--- src/common/aslp_pkg.sv ---
/*
 * constants shared by the sample lane packer: sample and lane geometry,
 * format select codes, octets per lane frame and lane counts per variant.
 * assumes a 10 MHz ref_clk and samples already aligned to the frame.
 */
package aslp_pkg;

    // geometry
    localparam int SAMP_W = 9;
    localparam int CH_MAX = 4;
    localparam int SPF = 4;
    localparam int LANE_MAX = 8;
    localparam int LANE_W = 40;
    localparam int FMT_W = 4;

    // format select codes
    localparam logic [3:0] FMT_1 = 4'h1;
    localparam logic [3:0] FMT_2 = 4'h2;
    localparam logic [3:0] FMT_3 = 4'h3;
    localparam logic [3:0] FMT_4 = 4'h4;
    localparam logic [3:0] FMT_5 = 4'h5;
    localparam logic [3:0] FMT_6 = 4'h6;
    localparam logic [3:0] FMT_7 = 4'h7;
    localparam logic [3:0] FMT_8 = 4'h8;
    localparam logic [3:0] FMT_9 = 4'h9;

    // octets per lane frame
    localparam logic [2:0] OCT_ONE = 3'h1;
    localparam logic [2:0] OCT_TWO = 3'h2;
    localparam logic [2:0] OCT_THREE = 3'h3;
    localparam logic [2:0] OCT_FIVE = 3'h5;

    // lane counts, index 0 quad, 1 dual, 2 single
    localparam logic [3:0] LN_SPLIT [0:2] = '{4'h6, 4'h3, 4'h2};
    localparam logic [3:0] LN_PERCH [0:2] = '{4'h4, 4'h2, 4'h1};
    localparam logic [3:0] LN_WIDE [0:2] = '{4'h3, 4'h2, 4'h1};
    localparam logic [3:0] LN_PAIR [0:2] = '{4'h2, 4'h1, 4'h1};
    localparam logic [3:0] LN_TWOPER [0:2] = '{4'h8, 4'h4, 4'h2};

endpackage

--- src/aslp_packer.sv ---
/*
 * transport packer: maps 8/9-bit samples of up to four channels onto
 * lane octets for link formats 1 to 9. one frame of samples in, one
 * registered set of lane frames out a cycle later.
 * assumes samples, strobes and config come from logic on ref_clk and
 * that the receiver is configured the same before link_enable rises.
 */
`timescale 1ns/100ps

module aslp_packer #(
    parameter int NUM_CHANNELS = 4 // device variant: 1, 2 or 4
) (
    input wire logic ref_clk, // 10 MHz clock
    input wire logic rst, // async reset, active high
    input wire logic [3:0] link_format_select, // format code 1..9
    input wire logic link_enable, // bring link up
    input wire logic frame_in_valid, // one frame of samples present
    input wire logic [35:0] samp_a, // channel a, sample k at [9k+8:9k]
    input wire logic [35:0] samp_b, // channel b
    input wire logic [35:0] samp_c, // channel c
    input wire logic [35:0] samp_d, // channel d
    output logic [319:0] lane_data, // lane i at [40i+39:40i], octet 0 high
    output logic [7:0] lane_enable, // active lanes
    output logic [2:0] lane_octets, // octets per lane frame
    output logic enc_64b66b, // 1: 64b/66b, 0: 8b/10b
    output logic frame_out_valid, // one-cycle pulse per packed frame
    output logic link_up, // running with a legal format
    output logic cfg_error // enabled with an illegal format
);

    typedef enum logic {ST_IDLE, ST_RUN} aslp_state_t;

    localparam int VAR = (NUM_CHANNELS == 4) ? 0 :
                         (NUM_CHANNELS == 2) ? 1 : 2;

    aslp_state_t state_reg;
    logic [3:0] fmt_reg;
    logic [319:0] lane_data_reg;
    logic [7:0] lane_enable_reg;
    logic [2:0] lane_octets_reg;
    logic enc_reg;
    logic fov_reg;
    logic cfg_error_reg;
    logic [35:0] raw [aslp_pkg::CH_MAX];
    logic [8:0] smp [aslp_pkg::CH_MAX][aslp_pkg::SPF];
    logic [15:0] pr_l [2][3];
    logic [15:0] w4_l [3];
    logic [39:0] ln [aslp_pkg::LANE_MAX];
    logic [319:0] lane_data_next;
    logic [7:0] lane_enable_next;
    logic [3:0] lane_cnt;
    logic [2:0] lane_octets_next;
    logic enc_next;
    logic fmt_legal;

    assign raw[0] = samp_a;
    assign raw[1] = samp_b;
    assign raw[2] = samp_c;
    assign raw[3] = samp_d;

    // channels the variant lacks read as zero samples
    genvar gc;
    genvar gs;
    generate
        for (gc = 0; gc < aslp_pkg::CH_MAX; gc++)
        begin : g_ch
            for (gs = 0; gs < aslp_pkg::SPF; gs++)
            begin : g_s
                assign smp[gc][gs] = (gc < NUM_CHANNELS) ?
                    raw[gc][9*gs +: 9] : 9'h000;
            end
        end
    endgenerate

    // split layout for channel pairs a/b and c/d, formats 1 and 6
    generate
        for (gc = 0; gc < 2; gc++)
        begin : g_pair
            aslp_split9 u_pair (
                .x0(smp[2*gc][0]),
                .x1(smp[2*gc][1]),
                .y0(smp[2*gc+1][0]),
                .y1(smp[2*gc+1][1]),
                .y_keep(NUM_CHANNELS > 2*gc+1),
                .lane0(pr_l[gc][0]),
                .lane1(pr_l[gc][1]),
                .lane2(pr_l[gc][2])
            );
        end
    endgenerate

    // format 4 spreads one sample of each channel over three lanes
    aslp_split9 u_wide (
        .x0(smp[0][0]),
        .x1(smp[1][0]),
        .y0(smp[2][0]),
        .y1(smp[3][0]),
        .y_keep(NUM_CHANNELS > 1),
        .lane0(w4_l[0]),
        .lane1(w4_l[1]),
        .lane2(w4_l[2])
    );

    assign fmt_legal = (fmt_reg >= aslp_pkg::FMT_1) &&
                       (fmt_reg <= aslp_pkg::FMT_9);

    // lane frames, lane count, octet count and encoding per format
    always_comb
    begin
        for (int i = 0; i < aslp_pkg::LANE_MAX; i++)
            ln[i] = 40'h00_0000_0000;
        lane_cnt = 4'h0;
        lane_octets_next = aslp_pkg::OCT_ONE;
        enc_next = 1'b0;
        unique case (fmt_reg)
            aslp_pkg::FMT_1, aslp_pkg::FMT_6:
            begin
                for (int p = 0; p < 2; p++)
                    for (int k = 0; k < 3; k++)
                        ln[3*p+k] = {pr_l[p][k], 24'h00_0000};
                lane_cnt = aslp_pkg::LN_SPLIT[VAR];
                lane_octets_next = aslp_pkg::OCT_TWO;
                enc_next = (fmt_reg == aslp_pkg::FMT_6);
            end
            aslp_pkg::FMT_2, aslp_pkg::FMT_7:
            begin
                for (int c = 0; c < aslp_pkg::CH_MAX; c++)
                    ln[c] = {smp[c][0][8:1], 32'h0000_0000};
                lane_cnt = aslp_pkg::LN_PERCH[VAR];
                enc_next = (fmt_reg == aslp_pkg::FMT_7);
            end
            aslp_pkg::FMT_3:
            begin
                for (int c = 0; c < aslp_pkg::CH_MAX; c++)
                    ln[c] = {smp[c][0], 1'b0, smp[c][1], 1'b0,
                             smp[c][2], 1'b0, smp[c][3], 1'b0};
                lane_cnt = aslp_pkg::LN_PERCH[VAR];
                lane_octets_next = aslp_pkg::OCT_FIVE;
            end
            aslp_pkg::FMT_4:
            begin
                for (int k = 0; k < 3; k++)
                    ln[k] = {w4_l[k], 24'h00_0000};
                lane_cnt = aslp_pkg::LN_WIDE[VAR];
                lane_octets_next = aslp_pkg::OCT_TWO;
                enc_next = 1'b1;
            end
            aslp_pkg::FMT_5:
            begin
                // absent second channel is already a zero sample
                ln[0] = {smp[0][0][8:1], smp[1][0][8:1],
                         24'h00_0000};
                ln[1] = {smp[2][0][8:1], smp[3][0][8:1], 24'h00_0000};
                lane_cnt = aslp_pkg::LN_PAIR[VAR];
                lane_octets_next = aslp_pkg::OCT_TWO;
                enc_next = 1'b1;
            end
            aslp_pkg::FMT_8:
            begin
                for (int c = 0; c < aslp_pkg::CH_MAX; c++)
                    ln[c] = {smp[c][0], 3'h0, smp[c][1], 3'h0,
                             16'h0000};
                lane_cnt = aslp_pkg::LN_PERCH[VAR];
                lane_octets_next = aslp_pkg::OCT_THREE;
                enc_next = 1'b1;
            end
            aslp_pkg::FMT_9:
            begin
                for (int c = 0; c < aslp_pkg::CH_MAX; c++)
                begin
                    ln[2*c] = {smp[c][0][8:1], 32'h0000_0000};
                    ln[2*c+1] = {smp[c][1][8:1], 32'h0000_0000};
                end
                lane_cnt = aslp_pkg::LN_TWOPER[VAR];
            end
            default:
            begin
                lane_cnt = 4'h0; // illegal code: no lanes
            end
        endcase
    end

    // lanes past the variant's count stay idle and carry zeros
    always_comb
    begin
        for (int i = 0; i < aslp_pkg::LANE_MAX; i++)
        begin
            lane_enable_next[i] = (4'(i) < lane_cnt);
            lane_data_next[40*i +: 40] =
                lane_enable_next[i] ? ln[i] : 40'h00_0000_0000;
        end
    end

    // format is only taken while the link is down, so the receiver
    // never sees the layout change under a running link
    always_ff @(posedge ref_clk or posedge rst)
    begin
        if (rst)
        begin
            state_reg <= ST_IDLE;
            fmt_reg <= 4'h0;
            cfg_error_reg <= 1'b0;
        end
        else
        begin
            unique case (state_reg)
                ST_IDLE:
                begin
                    cfg_error_reg <= link_enable && !fmt_legal;
                    // keep the checked code on the edge that starts the
                    // link, so an unchecked code never goes live
                    if (link_enable && fmt_legal)
                        state_reg <= ST_RUN;
                    else
                        fmt_reg <= link_format_select;
                end
                ST_RUN:
                begin
                    cfg_error_reg <= 1'b0;
                    if (!link_enable)
                        state_reg <= ST_IDLE;
                end
            endcase
        end
    end

    // lane configuration loaded on running cycles, so it trails link_up by one cycle
    always_ff @(posedge ref_clk or posedge rst)
    begin
        if (rst)
        begin
            lane_enable_reg <= 8'h00;
            lane_octets_reg <= 3'h0;
            enc_reg <= 1'b0;
        end
        else if (state_reg == ST_RUN)
        begin
            lane_enable_reg <= lane_enable_next;
            lane_octets_reg <= lane_octets_next;
            enc_reg <= enc_next;
        end
        else
        begin
            lane_enable_reg <= 8'h00;
            lane_octets_reg <= 3'h0;
            enc_reg <= 1'b0;
        end
    end

    // one packed frame per accepted sample frame; data holds between
    always_ff @(posedge ref_clk or posedge rst)
    begin
        if (rst)
        begin
            lane_data_reg <= '0;
            fov_reg <= 1'b0;
        end
        else
        begin
            fov_reg <= frame_in_valid && (state_reg == ST_RUN);
            if (frame_in_valid && (state_reg == ST_RUN))
                lane_data_reg <= lane_data_next;
        end
    end

    assign lane_data = lane_data_reg;
    assign lane_enable = lane_enable_reg;
    assign lane_octets = lane_octets_reg;
    assign enc_64b66b = enc_reg;
    assign frame_out_valid = fov_reg;
    assign link_up = (state_reg == ST_RUN);
    assign cfg_error = cfg_error_reg;

endmodule

--- src/aslp_split9.sv ---
/*
 * two-octet split layout for four 9-bit samples over three lanes.
 * x0,x1 fill lane 0 and the head of lane 1; y0,y1 the rest.
 * purely combinational; the caller registers the result.
 */
`timescale 1ns/100ps

module aslp_split9 (
    input wire logic [8:0] x0, // first sample, first lane
    input wire logic [8:0] x1, // second sample, split lanes 0/1
    input wire logic [8:0] y0, // third sample, split lanes 1/2
    input wire logic [8:0] y1, // fourth sample, lane 2
    input wire logic y_keep, // low when the y channel is absent
    output logic [15:0] lane0, // first lane frame
    output logic [15:0] lane1, // second lane frame
    output logic [15:0] lane2 // third lane frame
);

    logic [8:0] y0_k;
    logic [8:0] y1_k;

    // absent partner fills its octets with zeros
    assign y0_k = y_keep ? y0 : 9'h000;
    assign y1_k = y_keep ? y1 : 9'h000;

    // sample bits straddle lane boundaries, three zero pad bits each
    assign lane0 = {x0, 3'h0, x1[8:5]};
    assign lane1 = {x1[4:0], 3'h0, y0_k[8:1]};
    assign lane2 = {y0_k[0], 3'h0, y1_k, 3'h0};

endmodule

--- config.mk ---
export PLATFORM = sky130hd
export DESIGN_NAME = aslp_packer
export DESIGN_NICKNAME = d
export VERILOG_FILES = /design/src/common/aslp_pkg.sv /design/src/aslp_packer.sv /design/src/aslp_split9.sv
export SDC_FILE = /design/constraint.sdc
export NUM_CORES = 1
export LEC_CHECK = 0
export BUFFER_PORTS_ARGS = -buffer_cell sky130_fd_sc_hd__buf_2
export CAP_MARGIN = 10
export CORE_AREA = 2 2 189 191
export DETAILED_ROUTE_END_ITERATION = 10
export DIE_AREA = 0 0 191 193
export GPL_TIMING_DRIVEN = 0
export HOLD_SLACK_MARGIN = 0.06
export PLACE_DENSITY = 0.62
export SETUP_SLACK_MARGIN = 0.02
export SLEW_MARGIN = 0
export SYNTH_ARGS = -nofsm -noshare
export SYNTH_HDL_FRONTEND = slang
export SYNTH_SLANG_ARGS = --single-unit
--- constraint.sdc ---
create_clock -name ref_clk -period 8.7 [get_ports ref_clk]
set_input_delay 1.305 -clock ref_clk [delete_from_list [all_inputs] [get_ports ref_clk]]
set_output_delay 1.305 -clock ref_clk [all_outputs]
set_load 0.02 [all_outputs]
==> summary.md <==
| Metric | Value |
|---|---|
| Antenna Nets Post-Route | `0` |
| H-tree Lvls | `1` |
| TritonCTS Buffers | `26` |
| Area growth, synth to finish | `34.47%` |
| Synthesized instance count | `1,186` |
| Worst skew pair latency | `about 0.55 ns` |
| Most common cell after layout, fill and taps aside | `buf_2` |
| Largest net degree at the start of global routing | `about 110` |
| Yosys reg bits | `215` |
| Worst path slowest cell | `clkbuf_1` |
| # IOs | `between 400 and 500` |
| RSZ-0062 raised after global routing | `false` |
| Slew headroom | `36.38%` |
| Iter 0 DRT Violations | `747` |
| Placed cells | `about 2,100` |
| WP data required | `approximately 9.1 ns` |
| CTS tree | `done` |
| Setup violations, final | `0` |
| Root Buffer Master | `clkbuf_16` |
| Post-layout minimum cycle time | `around 2.8 ns` |
| Worst path cell trace | `buf_2 > nand2_1 > clkbuf_1 > clkbuf_1 > nand2_1 > o41ai_1` |
| Max rail drop VDD | `around 0.15 mV` |
| # DRC | `0` |
| R2R depth | `5` |
| HPWL after DPL | `36,950 um` |
| Vias post-DR | `10,810` |
| Global-route usage over all layers | `between 20% and 30%` |
| Synth Warn # | `0` |
| Port buffer count | `~360` |
| Die width | `191 um` |
| Worst EP arrival | `approximately 3.3 ns` |
| Initial antenna violation count | `4` |
| Post-cts gate resize count | `0` |
| Power, Total | `0.004941 W` |
| Critical path type | `in -> reg` |
| Yosys cell types | `just under 60` |
| CP Capture Type | `flip-flop` |
| Vias in the first global route | `slightly above 10,000` |
| Post-synth top flop | `dfrtp_1` |
| Cell Rows | `69` |
| Die area | `about 37,000 um2` |
| Setup repair bufs after CTS | `0` |
| CTS Hold Bufs | `0` |
| Cells on Worst Hold Path | `2` |
| CP startpoint kind | `input pin` |
| Final net count | `1,852` |
| Die height | `~190 um` |
| TritonCTS Sinks | `215` |
| Max Cap Viol | `0` |
| Share of the yosys chip area belonging to registers | `around half` |
| Fin crit share | `about 32%` |
| Fill cells | `between 3,000 and 4,000` |
| Commonest non-fill, non-tap cells in the layout | `buf_2 (388), nand2_1 (278), dfrtp_1 (215)` |
| Total gr overflow | `0` |
| Max FFs per register | `196` |
| Worst-margin pin slew | `0.9542 ns` |
| Max incr delay on CP | `0.70 ns` |
| First-pass GRT wire length | `slightly below 70,000 um` |
| Vias per inst | `around 5.0` |
| Layout cells sized above 1 | `between 30% and 40%` |
| Placer Congestion | `between 0.9 and 1` |
| Non-filler cells, final | `2,183` |
| Leakage | `~7.9 nW` |
| Worst hold-check path type | `reg -> reg` |
| PwrDens | `336.8 nW/um2` |
| Clock Skews | `approximately 0.015 ns` |
| DRT Wirelength | `~48,000 um` |
| Async SR Flop Fraction | `between 90% and 100%` |
| Wire per inst | `between 20 and 25 um` |
| Final Hold Viols | `0` |
| Core footprint | `approximately 35,000 um2` |
| Status | `finished clean` |
| Starting Density | `between 30% and 40%` |
| F_max | `between 300 and 400 MHz` |
| Syn avg cell area | `just over 9 um2` |
| Post-Syn Area | `approximately 11,000 um2` |
| Clock Pin Slew Worst Setup and Hold Paths | `roughly 0.06 ns` |
| Crit-path max FO | `10` |
| Longest Clk Path Bufs | `3` |
| Pre-antenna DRT Iters | `7` |
| Post-synth EDFFs | `0` |
| Slew Limit Fails | `0` |
## cell families (layout without fill, tap and decap cells)
family	after synthesis	count (layout)	share of synthesized area, %
xor gates and xnor gates	1	1	0.08029
muxes	26	26	2.661
AOI/OAI and AO/OA	236	236	15.54
DFF	215	215	49.31
other	1	127	0.03437
buffers and inverters	220	630	12.55
and+or+nand+nor	487	487	19.83
## power by group
group / internal (W) / leakage (nW) / switching, W
Combinational: 0.000746 / 4.64 / 0.00163
Clock: 0.000640 / 0.427 / 0.000454
Sequential: 0.00130 / 2.87 / 0.000163
## cells in the mapped netlist, drive strengths merged (9+ instances only)
cell	count	share of area, %
a221oi	38	3.1
a222oi	24	2.2
a22o	10	0.80
a22oi	20	1.4
buf	164	11
clkbuf	49	1.7
dfrtp	215	49
mux2	24	2.5
nand2	278	9.6
nand3	77	3.5
nand3b	9	0.62
nor2	73	2.5
nor2b	9	0.52
o21ai	92	4.2
## metrics by stage
step,hold WS (ns),utilization [%],worst slack [ns],cell area (um2),TNS (ns)
global placement,0.4437,39.36,-1.110,13760,-232.75
detailed placement,0.4501,39.46,5.394,13800,0
global route,0.4785,41.95,5.757,14670,0
floorplan,0.5827,-,1.516,11370,0
CTS,0.4629,41.94,5.947,14660,0
finish,0.4587,41.96,5.882,14670,0
## critical path: cells and delay by family
| kind | cells | cell delay (ns) |
|---|---|---|
| AND/OR/NAND/NOR | 2 | 0.49 |
| AO/OA/AOI/OAI | 1 | 0.09 |
| buffers and inverters | 3 | 1.35 |
## path summary, 6_finish.rpt
check | startpoint | end | slack, ns
max | frame_in_valid | lane_data[68]$_DFFE_PP0P_ | 5.88
min | lane_data[84]$_DFFE_PP0P_ | lane_data[84]$_DFFE_PP0P_ | 0.46
max reg2reg | link_up$_DFF_PP0_ | lane_data[31]$_DFFE_PP0P_ | 6.20
min reg2reg | lane_data[84]$_DFFE_PP0P_ | lane_data[84]$_DFFE_PP0P_ | 0.46
max in group asynchronous | rst | lane_data[111]$_DFFE_PP0P_ | 6.79
min in group asynchronous | rst | lane_data[123]$_DFFE_PP0P_ | 0.88
## per-layer routing
layer  wire length, um  global-route usage [%]
met2             23090                   42.45
met3              4265                   5.448
met5                18                       0
met1             19550                   32.12
met4              1208                   6.798
## cell type report
type / instances / area, um2 / share of cell area, %
Antenna cell: 3 / 7.507 / 0.05117
Buffer: 213 / 1343 / 9.151
Clock buffer: 37 / 803.3 / 5.475
Clock inverter: 10 / 65.06 / 0.4435
Inverter: 7 / 33.78 / 0.2303
Multi-Input combinational cell: 874 / 4623 / 31.51
Sequential cell: 215 / 5380 / 36.67
Tap cell: 461 / 576.8 / 3.931
Timing Repair Buffer: 363 / 1839 / 12.54
No activity file was read; power rests on OpenSTA's default activity.
